[config.mk]
export PLATFORM = sky130hd
export DESIGN_NAME = cps_comparator_pair_sequencer
export DESIGN_NICKNAME = d
export VERILOG_FILES = /design/src/verilog/cps_pkg.sv /design/src/verilog/cps_comparator_pair_sequencer.sv
export SDC_FILE = /design/constraint.sdc
export NUM_CORES = 1
export LEC_CHECK = 0
export ABC_AREA = 1
export BUFFER_PORTS_ARGS = -buffer_cell sky130_fd_sc_hd__buf_2
export CAP_MARGIN = 20
export CORE_MARGIN = 4
export CORE_UTILIZATION = 50
export DETAILED_ROUTE_END_ITERATION = 8
export PLACE_DENSITY = 0.73
export SYNTH_ARGS = -nofsm -noshare
export SYNTH_HDL_FRONTEND = slang
export SYNTH_SLANG_ARGS = --single-unit
[constraint.sdc]
create_clock -name clock_i -period 5.96 [get_ports clock_i]
set_clock_uncertainty 0.1 [all_clocks]
set_input_delay 1.192 -clock clock_i [delete_from_list [all_inputs] [get_ports clock_i]]
set_output_delay 1.192 -clock clock_i [all_outputs]
set_load 0.02 [all_outputs]
[src/verilog/cps_pkg.sv]
// constants and carrier types for the comparator pair sequencer
// Functional notes
// - result is one when positive exceeds negative
// - event and comparator settings locked while enabled
// - global disable stops comparators, keeps their enables
// - software reset clears all state, block disabled
// - no result updates until start-up delay elapses
// - doubler off bit drops doubler settling time
// - interrupt select: toggle, rise, fall, end
// - output events follow result regardless of interrupts
// - continuous mode compares every cycle after start-up
// - continuous edges from present versus previous sample
// - sleep toggle requests sampling clock, then releases
// - single shot idles, one comparison per start
// - start bit clears ready, done sets it
// - status read starts idle single shots, stalls
// - enabled input event starts that single shot
// - single-shot edges from newest versus previous result
// - sleep event shot requests clock, powers comparator
// - window interrupt select: above, inside, below, outside
// - window event follows inside state, state readable
// - window single shot starts both comparators together
// - flags sticky until write-one, disable, or reset
package cps_pkg;

    // timing, at a 5 ns clock
    localparam int unsigned CLK_MHZ     = 200;
    localparam int unsigned STARTUP_NS  = 1000;
    localparam int unsigned DOUBLER_NS  = 500;
    localparam int unsigned STARTUP_CYC = (STARTUP_NS * CLK_MHZ + 999) / 1000;
    localparam int unsigned DOUBLER_CYC = (DOUBLER_NS * CLK_MHZ + 999) / 1000;
    localparam int unsigned CNT_W       = 12;

    // comparator interrupt condition codes
    localparam logic [1:0] ISEL_TOGGLE = 2'h0;
    localparam logic [1:0] ISEL_RISE   = 2'h1;
    localparam logic [1:0] ISEL_FALL   = 2'h2;
    localparam logic [1:0] ISEL_END    = 2'h3;

    // window interrupt codes and window state codes
    localparam logic [1:0] WSEL_ABOVE   = 2'h0;
    localparam logic [1:0] WSEL_INSIDE  = 2'h1;
    localparam logic [1:0] WSEL_BELOW   = 2'h2;
    localparam logic [1:0] WSEL_OUTSIDE = 2'h3;
    localparam logic [1:0] WST_ABOVE    = 2'h0;
    localparam logic [1:0] WST_INSIDE   = 2'h1;
    localparam logic [1:0] WST_BELOW    = 2'h2;

    typedef enum logic [1:0] {
        PH_OFF  = 2'b00,
        PH_WARM = 2'b01,
        PH_RUN  = 2'b10,
        PH_IDLE = 2'b11
    } cps_phase_type;

    typedef struct packed {
        logic       enable;
        logic       single;
        logic [1:0] interrupt_condition_select;
        logic [2:0] positive_input_select;
        logic [2:0] negative_input_select;
    } cps_comparator_control_type;

    typedef struct packed {
        logic [1:0] out_en;
        logic       win_out_en;
        logic [1:0] event_trigger_enable;
    } cps_event_control_type;

    typedef struct packed {
        logic       window_enable_bit;
        logic [1:0] window_interrupt_select;
    } cps_window_control_type;

    typedef struct packed {
        logic enable;
        logic doubler_off_bit;
    } cps_main_control_type;

    // start-up length in cycles, doubler settling skipped when it is off
    function automatic logic [CNT_W-1:0] cps_warm_cycles(input logic doubler_off);
        if (doubler_off)
            return CNT_W'(STARTUP_CYC);
        return CNT_W'(STARTUP_CYC + DOUBLER_CYC);
    endfunction : cps_warm_cycles

endpackage : cps_pkg
[src/verilog/cps_comparator_pair_sequencer.sv]
// digital sequencer for a pair of analog comparators
`timescale 1ns/1ps
`default_nettype none
module cps_comparator_pair_sequencer (
    // clock and reset
    input  wire logic                                   clock_i,
    input  wire logic                                   rst_n_i,
    // configuration writes
    input  wire logic                                   main_wr_i,
    input  wire cps_pkg::cps_main_control_type          main_data_i,
    input  wire logic                                   software_reset_i,
    input  wire logic                                   event_control_wr_i,
    input  wire cps_pkg::cps_event_control_type         event_control_data_i,
    input  wire logic [1:0]                             comparator_control_wr_i,
    input  wire cps_pkg::cps_comparator_control_type    comparator_control_data_i,
    input  wire logic                                   window_control_wr_i,
    input  wire cps_pkg::cps_window_control_type        window_control_data_i,
    // commands and events
    input  wire logic [1:0]                             start_comparison_i,
    input  wire logic                                   read_to_start_i,
    input  wire logic [1:0]                             event_in_i,
    input  wire logic [2:0]                             int_enable_i,
    input  wire logic [2:0]                             flag_clear_i,
    input  wire logic                                   sleep_i,
    input  wire logic                                   wake_enable_i,
    // raw analog comparator outputs, asynchronous
    input  wire logic [1:0]                             analog_result_i,
    // status
    output logic [1:0]                                  current_result_o,
    output logic [1:0]                                  comparison_done_o,
    output logic [1:0]                                  window_state_o,
    output logic [2:0]                                  interrupt_flag_o,
    output logic                                        read_stall_o,
    // events and analog controls
    output logic [1:0]                                  comparator_event_o,
    output logic                                        window_event_o,
    output logic [1:0]                                  analog_enable_o,
    output logic                                        doubler_on_o,
    output logic                                        sampling_clock_request_o,
    output cps_pkg::cps_comparator_control_type [1:0]   comparator_control_o
);

    ////////////////////////////////////////////////////////////////////////
    // state

    typedef struct packed {
        cps_pkg::cps_main_control_type               main;
        cps_pkg::cps_event_control_type              evc;
        cps_pkg::cps_window_control_type             winc;
        cps_pkg::cps_comparator_control_type [1:0]   comp;
        cps_pkg::cps_phase_type [1:0]                phase;
        logic [1:0][cps_pkg::CNT_W-1:0]              cnt;
        logic [1:0]                                  sync1;
        logic [1:0]                                  sync2;
        logic [1:0]                                  result;
        logic [1:0]                                  ready;
        logic [2:0]                                  flag;
        logic [1:0]                                  wstate;
        logic                                        stall;
        logic                                        clk_req;
        logic [1:0]                                  cev;
        logic                                        wev;
        logic [1:0]                                  aen;
        logic                                        dbl;
    } cps_state_type;

    cps_state_type s_q;
    cps_state_type s_d;

    ////////////////////////////////////////////////////////////////////////
    // next state

    always_comb begin
        logic [1:0] act;
        logic [1:0] trig;
        logic [1:0] done;
        logic [1:0] busy;
        logic [2:0] set;
        logic       tog;
        logic       rise;
        logic       fall;
        logic [1:0] ws;
        logic [cps_pkg::CNT_W-1:0] warm;
        act  = '0;
        trig = '0;
        done = '0;
        busy = '0;
        set  = '0;
        tog  = 1'b0;
        rise = 1'b0;
        fall = 1'b0;
        ws   = '0;
        warm = cps_pkg::cps_warm_cycles(s_q.main.doubler_off_bit);
        s_d  = s_q;
        // synchroniser on the raw analog outputs
        s_d.sync1 = analog_result_i;
        s_d.sync2 = s_q.sync1;
        if (software_reset_i) begin
            s_d = '0;
        end else begin
            if (main_wr_i)
                s_d.main = main_data_i;
            // event routing fixed while the block runs
            if (event_control_wr_i && !s_q.main.enable)
                s_d.evc = event_control_data_i;
            if (window_control_wr_i)
                s_d.winc = window_control_data_i;
            // start sources per comparator
            for (int i = 0; i < 2; i++) begin
                act[i]  = s_q.main.enable && s_q.comp[i].enable;
                trig[i] = start_comparison_i[i]
                        || (event_in_i[i] && s_q.evc.event_trigger_enable[i])
                        || (read_to_start_i && s_q.comp[i].single);
            end
            // window pair in single shot launches both together
            if (s_q.winc.window_enable_bit && s_q.comp[0].single && s_q.comp[1].single)
                trig = {2{|trig}};
            for (int i = 0; i < 2; i++) begin
                // settings locked while enabled; only the enable itself may drop
                if (comparator_control_wr_i[i]) begin
                    if (!s_q.comp[i].enable)
                        s_d.comp[i] = comparator_control_data_i;
                    else
                        s_d.comp[i].enable = comparator_control_data_i.enable;
                end
                case (s_q.phase[i])
                    cps_pkg::PH_OFF: begin
                        if (act[i] && s_q.comp[i].single) begin
                            s_d.phase[i] = cps_pkg::PH_IDLE;
                        end else if (act[i]) begin
                            s_d.phase[i] = cps_pkg::PH_WARM;
                            s_d.cnt[i]   = warm;
                            s_d.ready[i] = 1'b0;
                        end
                    end
                    cps_pkg::PH_WARM: begin
                        if (!act[i]) begin
                            s_d.phase[i] = cps_pkg::PH_OFF;
                        end else if (s_q.cnt[i] <= 1) begin
                            done[i]      = 1'b1;
                            s_d.phase[i] = s_q.comp[i].single ? cps_pkg::PH_IDLE
                                                              : cps_pkg::PH_RUN;
                        end else begin
                            s_d.cnt[i] = s_q.cnt[i] - 1'b1;
                        end
                    end
                    cps_pkg::PH_RUN: begin
                        if (!act[i])
                            s_d.phase[i] = cps_pkg::PH_OFF;
                        else
                            done[i] = 1'b1;
                    end
                    cps_pkg::PH_IDLE: begin
                        if (!act[i]) begin
                            s_d.phase[i] = cps_pkg::PH_OFF;
                        end else if (trig[i]) begin
                            s_d.phase[i] = cps_pkg::PH_WARM;
                            s_d.cnt[i]   = warm;
                            s_d.ready[i] = 1'b0;
                        end
                    end
                    default: s_d.phase[i] = cps_pkg::PH_OFF;
                endcase
                // a completed comparison: result, ready, edge against last result
                if (done[i]) begin
                    s_d.result[i] = s_q.sync2[i];
                    s_d.ready[i]  = 1'b1;
                    rise = s_q.sync2[i] && !s_q.result[i];
                    fall = !s_q.sync2[i] && s_q.result[i];
                    case (s_q.comp[i].interrupt_condition_select)
                        cps_pkg::ISEL_TOGGLE: set[i] = rise || fall;
                        cps_pkg::ISEL_RISE:   set[i] = rise;
                        cps_pkg::ISEL_FALL:   set[i] = fall;
                        default:              set[i] = 1'b1;
                    endcase
                    tog = tog || rise || fall;
                end
                busy[i] = s_d.phase[i] == cps_pkg::PH_WARM;
                s_d.aen[i] = busy[i] || s_d.phase[i] == cps_pkg::PH_RUN;
                s_d.cev[i] = s_d.evc.out_en[i] && s_d.result[i];
            end
            // window state: differing results mean inside
            if (s_d.result[0] != s_d.result[1])
                ws = cps_pkg::WST_INSIDE;
            else if (s_d.result[0])
                ws = cps_pkg::WST_ABOVE;
            else
                ws = cps_pkg::WST_BELOW;
            s_d.wstate = ws;
            if (s_q.winc.window_enable_bit && ws != s_q.wstate) begin
                case (s_q.winc.window_interrupt_select)
                    cps_pkg::WSEL_ABOVE:  set[2] = ws == cps_pkg::WST_ABOVE;
                    cps_pkg::WSEL_INSIDE: set[2] = ws == cps_pkg::WST_INSIDE;
                    cps_pkg::WSEL_BELOW:  set[2] = ws == cps_pkg::WST_BELOW;
                    // leaving only: a jump from above straight to below is no exit
                    default:              set[2] = ws != cps_pkg::WST_INSIDE
                                                 && s_q.wstate == cps_pkg::WST_INSIDE;
                endcase
            end
            s_d.wev = s_d.winc.window_enable_bit && s_d.evc.win_out_en
                    && ws == cps_pkg::WST_INSIDE;
            // clear by write-one or disable, but a new event wins
            s_d.flag = (s_q.flag & ~flag_clear_i & int_enable_i) | set;
            // stall held while either comparator, single shot or continuous, is still warming
            s_d.stall = (read_to_start_i || s_q.stall) && |busy;
            s_d.dbl   = !s_d.main.doubler_off_bit && |s_d.aen;
            // clock asked for while warming or on a toggle, kept only for wake
            s_d.clk_req = sleep_i && (|busy || tog
                        || (s_q.clk_req && wake_enable_i));
        end
    end

    // single register stage for the whole state
    always_ff @(posedge clock_i or negedge rst_n_i) begin
        if (!rst_n_i)
            s_q <= '0;
        else
            s_q <= s_d;
    end

    ////////////////////////////////////////////////////////////////////////
    // outputs, all straight from the state register

    assign current_result_o         = s_q.result;
    assign comparison_done_o        = s_q.ready;
    assign window_state_o           = s_q.wstate;
    assign interrupt_flag_o         = s_q.flag;
    assign read_stall_o             = s_q.stall;
    assign comparator_event_o       = s_q.cev;
    assign window_event_o           = s_q.wev;
    assign analog_enable_o          = s_q.aen;
    assign doubler_on_o             = s_q.dbl;
    assign sampling_clock_request_o = s_q.clk_req;
    assign comparator_control_o     = s_q.comp;
endmodule : cps_comparator_pair_sequencer
`default_nettype wire

# --- Word level (Yosys, flattened, before mapping) ---
# Cells that the tools add are included.
# W data, S select, Z words.
totals:
  out_inout_bits: 37
  regBits: 79
classes:
  magnitude_cmp: 2
  addsub: 2
  reduce_logical: 68
  mux: 94
  bitwise: 4
  eq_ne: 44
op_table:
  columns: ["operator", "count"]
  rows:
  - ["$mux W12", 14]
  - ["$pmux W12 S3", 2]
  - ["$mux W58", 1]
  - ["$mux W2", 23]
  - ["$ne A3 B3 Y1 const B", 12]
  - ["$mux W1", 35]
  - ["$ne A4 B4 Y1 const B", 8]
  - ["$logic_and A1 B1 Y1", 25]
  - ["$le A12 B1 Y1 const B", 2]
  - ["$sub A12 B1 Y12 const B", 2]
  - ["$eq A2 B2 Y1 const B", 10]
  - ["$mux W10", 2]
  - ["$eq A2 B1 Y1 const B", 9]
  - ["$mux W9", 2]
  - ["$mux W17", 1]
  - ["$pmux W2 S4", 2]
  - ["$reduce_bool A4 Y1", 4]
  - ["$reduce_and A7 Y1", 2]
  - ["$logic_or A1 B1 Y1", 13]
  - ["$logic_not A2 Y1", 6]
  - ["$mux W5", 2]
  - ["$reduce_and A5 Y1", 2]
  - ["$reduce_bool A2 Y1", 5]
  - ["$pmux W1 S3", 3]
  - ["other kinds (13)", 27]

# --- Depth between registers and ports, before layout ---
depth:
  depth_word: 17
  mapped_depth: 19
  mapped_depth_nobuf: 19

# --- Least setup slack after synthesis ---
# Ideal clock, no wire load.
synth_timing:
  path_type: "reg-to-reg"
  start: "reg s_q[33] (netlist name)"
  end: "reg s_q, in the netlist interrupt_flag_o[2]"
  path_stages_with_launch: 18
  path_buffers: 0
  synth_period_minus_slack_ns: 2.533
  setup_ns: 0.078
  t_required_ns: 5.782
  arrival_ns: 2.355
  slack_ns: 3.427
  path_cell_list: "dfrtp_1 inv_1 ha_1 inv_1 nand2_1 nand2_1 nor2_2 nand3_2 nand2_1 nand2_2 o21ai_2 inv_1 ha_1 inv_1 or2_2 nand3_1 nand4_1 a21oi_1"
synth_rtl:
  columns: ["element", "line", "text"]
  rows:
  - ["start, declared", "cps_comparator_pair_sequencer.sv:67", "cps_state_type s_q;"]
  - ["start signal, assigned", "cps_comparator_pair_sequencer.sv:216", "s_q <= '0;"]
  - ["start signal, assigned", "cps_comparator_pair_sequencer.sv:218", "s_q <= s_d;"]

==> flow_summary.json <==
{
  "holdBufCountCts": 0,
  "power_mw": 1.45,
  "synth_seq_cells": 79,
  "async_flop_share_pct": 100,
  "vias": 4371,
  "fin_area_mm2": 0.00555,
  "pwr-share-comb_pct": 28.0,
  "synthTopCellsByArea": "dfrtp_1, nand2_1, nor2_1, inv_1, nand3_1",
  "maxCapViolations": 0,
  "clockBufferDepth": 2,
  "die_y_um": 109,
  "pin_count": 80,
  "drt-initial-drc-count": 240,
  "dpl-instance-area_mm2": 0.00532,
  "gr-total-overflow": 0,
  "cp-end-kind": "register",
  "ys_top_cells_by_count": "nand2_1, nor2_1, inv_1, dfrtp_1, nand3_1",
  "portBuffers": 79,
  "layout_min_cycle_time_ns": 3.20,
  "dp_slack_ns": 2.56,
  "post_cts_resized": 0,
  "hold_ws_ns": 0.372,
  "worst_pin_slew_ns": 0.679,
  "synth.avg_cell_area_um2": 7.45,
  "area_delta_synth_final_pct": 8.83,
  "coreArea_mm2": 0.00986,
  "path_max_fanout": 15,
  "rows": 36,
  "die_area_mm2": 0.0119,
  "cts_tree": "built",
  "grt_setup_unrepaired": "false",
  "crit_type": "register to register",
  "slew_viol_final": 0,
  "yosys.area.top_type": "dfrtp_1",
  "required_ns": 6.14,
  "grt_use_total_pct": 20.0,
  "syn_area_mm2": 0.00510,
  "totalWireLength_mm": 11.5,
  "irDropWorstVdd_uv": 149,
  "remaining_drc_errors": 0,
  "grt_start_max_net_pins": 80,
  "cts_made_buffers": 9,
  "p_switching_mw": 0.536,
  "routabilityCongestion": 0.891,
  "finalCritPeriodShare_pct": 53.7,
  "antenna_found_initial": 0,
  "ys_types": 32,
  "cell_internal_pwr_mw": 0.916,
  "synth_edf_count": 0,
  "cp.arrival_ns": 3.38,
  "drtPass1Iterations": 5,
  "synth_top_flop_cell": "dfrtp_1",
  "drive_gt1_share_pct": 18.0,
  "ant_nets": 0,
  "synth_fp_nets": 753,
  "setup_slack_ns": 2.76,
  "dp_hpwl_mm": 8.33,
  "grt_pass1_vias": 4167,
  "synth.most_common_cell": "nand2_1",
  "tns_ns": 0,
  "clkSlewWorstSetupHoldPaths_ns": 0.09,
  "status": "completed",
  "ys_warn_count": 0,
  "wl_per_cell_um": 13.3,
  "critPathLaunchType": "register",
  "power_density_mw_per_mm2": 261,
  "initial_core_util_pct": 51.7,
  "fillers": 914,
  "synthCells": 685,
  "yosysSeqAreaShare_pct": 38.8,
  "die_w_um": 109,
  "swShare_pct": 36.9,
  "setup_viol": 0,
  "cts_root_buffer": "clkbuf_8",
  "fmax_ghz": 0.313,
  "leakagePower_nw": 3.13,
  "nets": 796,
  "p_seq_share_pct": 43.2,
  "synth_top_area_share_pct": 38.8,
  "clock_latency_ns": 0.36,
  "hold_path_class": "register to register",
  "post_cts_buffers": 0,
  "h-tree-depth": 3,
  "viasPerCell": 5.05,
  "diodes": 0,
  "clock-sinks": 79,
  "p_clk_share_pct": 28.8,
  "grt_pass1_wl_mm": 19.0,
  "maxSlewHeadroom_pct": 54.7,
  "timing_hold_violations_final": 0
}
## critical path, cell delays in order (launching register included)
cell and delay, ns:
dfrtp_1 0.46, inv_1 0.16, ha_1 0.54, nand3_2 0.18, nand2_1 0.13, nand2_1 0.11
o21ai_2 0.33, inv_1 0.08, ha_1 0.29, inv_1 0.09, or2_2 0.29, nand3_1 0.09
nand4_1 0.11, a21oi_1 0.15
## power by group through the flow
stage / registers [mW] / logic (mW) / clock network [mW]
after floorplan: 0.625 / 0.328 / 0
after global placement: 0.635 / 0.390 / 0
after detailed placement: 0.637 / 0.399 / 0
after CTS: 0.626 / 0.402 / 0.427
after global routing: 0.634 / 0.462 / 0.450
final: 0.627 / 0.406 / 0.418
## path summary, 6_finish.rpt
kind                                            end  startpoint  slack (ns)  cells after the start
worst min register to register              s_q[17]     s_q[19]        0.37                      2
min in group asynchronous        analog_enable_o[0]     rst_n_i        0.66                      1
worst max register to register  interrupt_flag_o[2]     s_q[46]        2.76                     13
worst max-delay path            interrupt_flag_o[2]     s_q[46]        2.76                     13
max in group asynchronous                   s_q[69]     rst_n_i        4.52                      2
worst min-delay path                        s_q[17]     s_q[19]        0.37                      2
## sequential cells by signal, indices dropped and copies added (netlist names)
signal,flops
current_result_o,2
comparator_event_o,2
comparison_done_o,2
window_state_o,2
analog_enable_o,2
interrupt_flag_o,3
read_stall_o,1
comparator_control_o,20
window_event_o,1
doubler_on_o,1
s_q,42
sampling_clock_request_o,1
## area by class of cell
type	instances	area [um^2]	area share (%)
repair buffers	81	433	7.80
clock buffers	9	124	2.23
inverters	95	357	6.42
multi-input cells	462	2410	43.5
well taps	133	166	3.00
clock inverters	7	80.1	1.44
flip-flops and latches	79	1980	35.6
## cells in the final DEF, fill, tap and decap left out
| cell | n |
|---|---|
| buf_16 | 1 |
| nand3b_1 | 11 |
| buf_2 | 78 |
| a21oi_1 | 19 |
| o211ai_1 | 1 |
| buf_4 | 2 |
| o21bai_4 | 1 |
| o21a_1 | 1 |
| nor2_2 | 4 |
| nand2_2 | 3 |
| xor2_1 | 1 |
| nor3_1 | 5 |
| ha_1 | 25 |
| or2_2 | 3 |
| nor4_1 | 2 |
| inv_6 | 2 |
| clkbuf_8 | 9 |
| nand2_1 | 160 |
| inv_1 | 95 |
| clkinv_4 | 2 |
| nand3_2 | 3 |
| bufinv_16 | 1 |
| o21ai_2 | 4 |
| nand2_4 | 2 |
| nand3_1 | 63 |
| dfrtp_1 | 79 |
| nor2_1 | 98 |
| clkinvlp_4 | 2 |
| o21bai_1 | 2 |
| mux2i_1 | 5 |
| xnor2_1 | 1 |
| nand4_1 | 2 |
| o21bai_2 | 1 |
| o21ai_0 | 31 |
| mux2_2 | 14 |
## routing by layer
layer  vias up  part of all wire (%)  track usage (%)
li1       2198                     -                -
met1      2029                    47             26.3
met2       123                    45             32.3
met3        21                   6.2             5.33
met4         0                   1.8             6.49
met5         -                     0                0
## stage by stage
stage               util [%]  std cells
floorplan                  -        685
global placement        53.9        849
detailed placement      53.9        849
CTS                     56.0        865
global route            56.3        866
finish                  56.3        866
## logic make-up after synthesis
kind of cell,count (synthesis),share of synthesized area [%]
flops,79,38.8
xor+xnor,2,0.343
fa+ha+maj,25,6.13
simple gates,356,30.0
mux,19,4.07
buf+inv,144,13.9
compound gates,60,6.77
(Power assumes the default switching activity.)
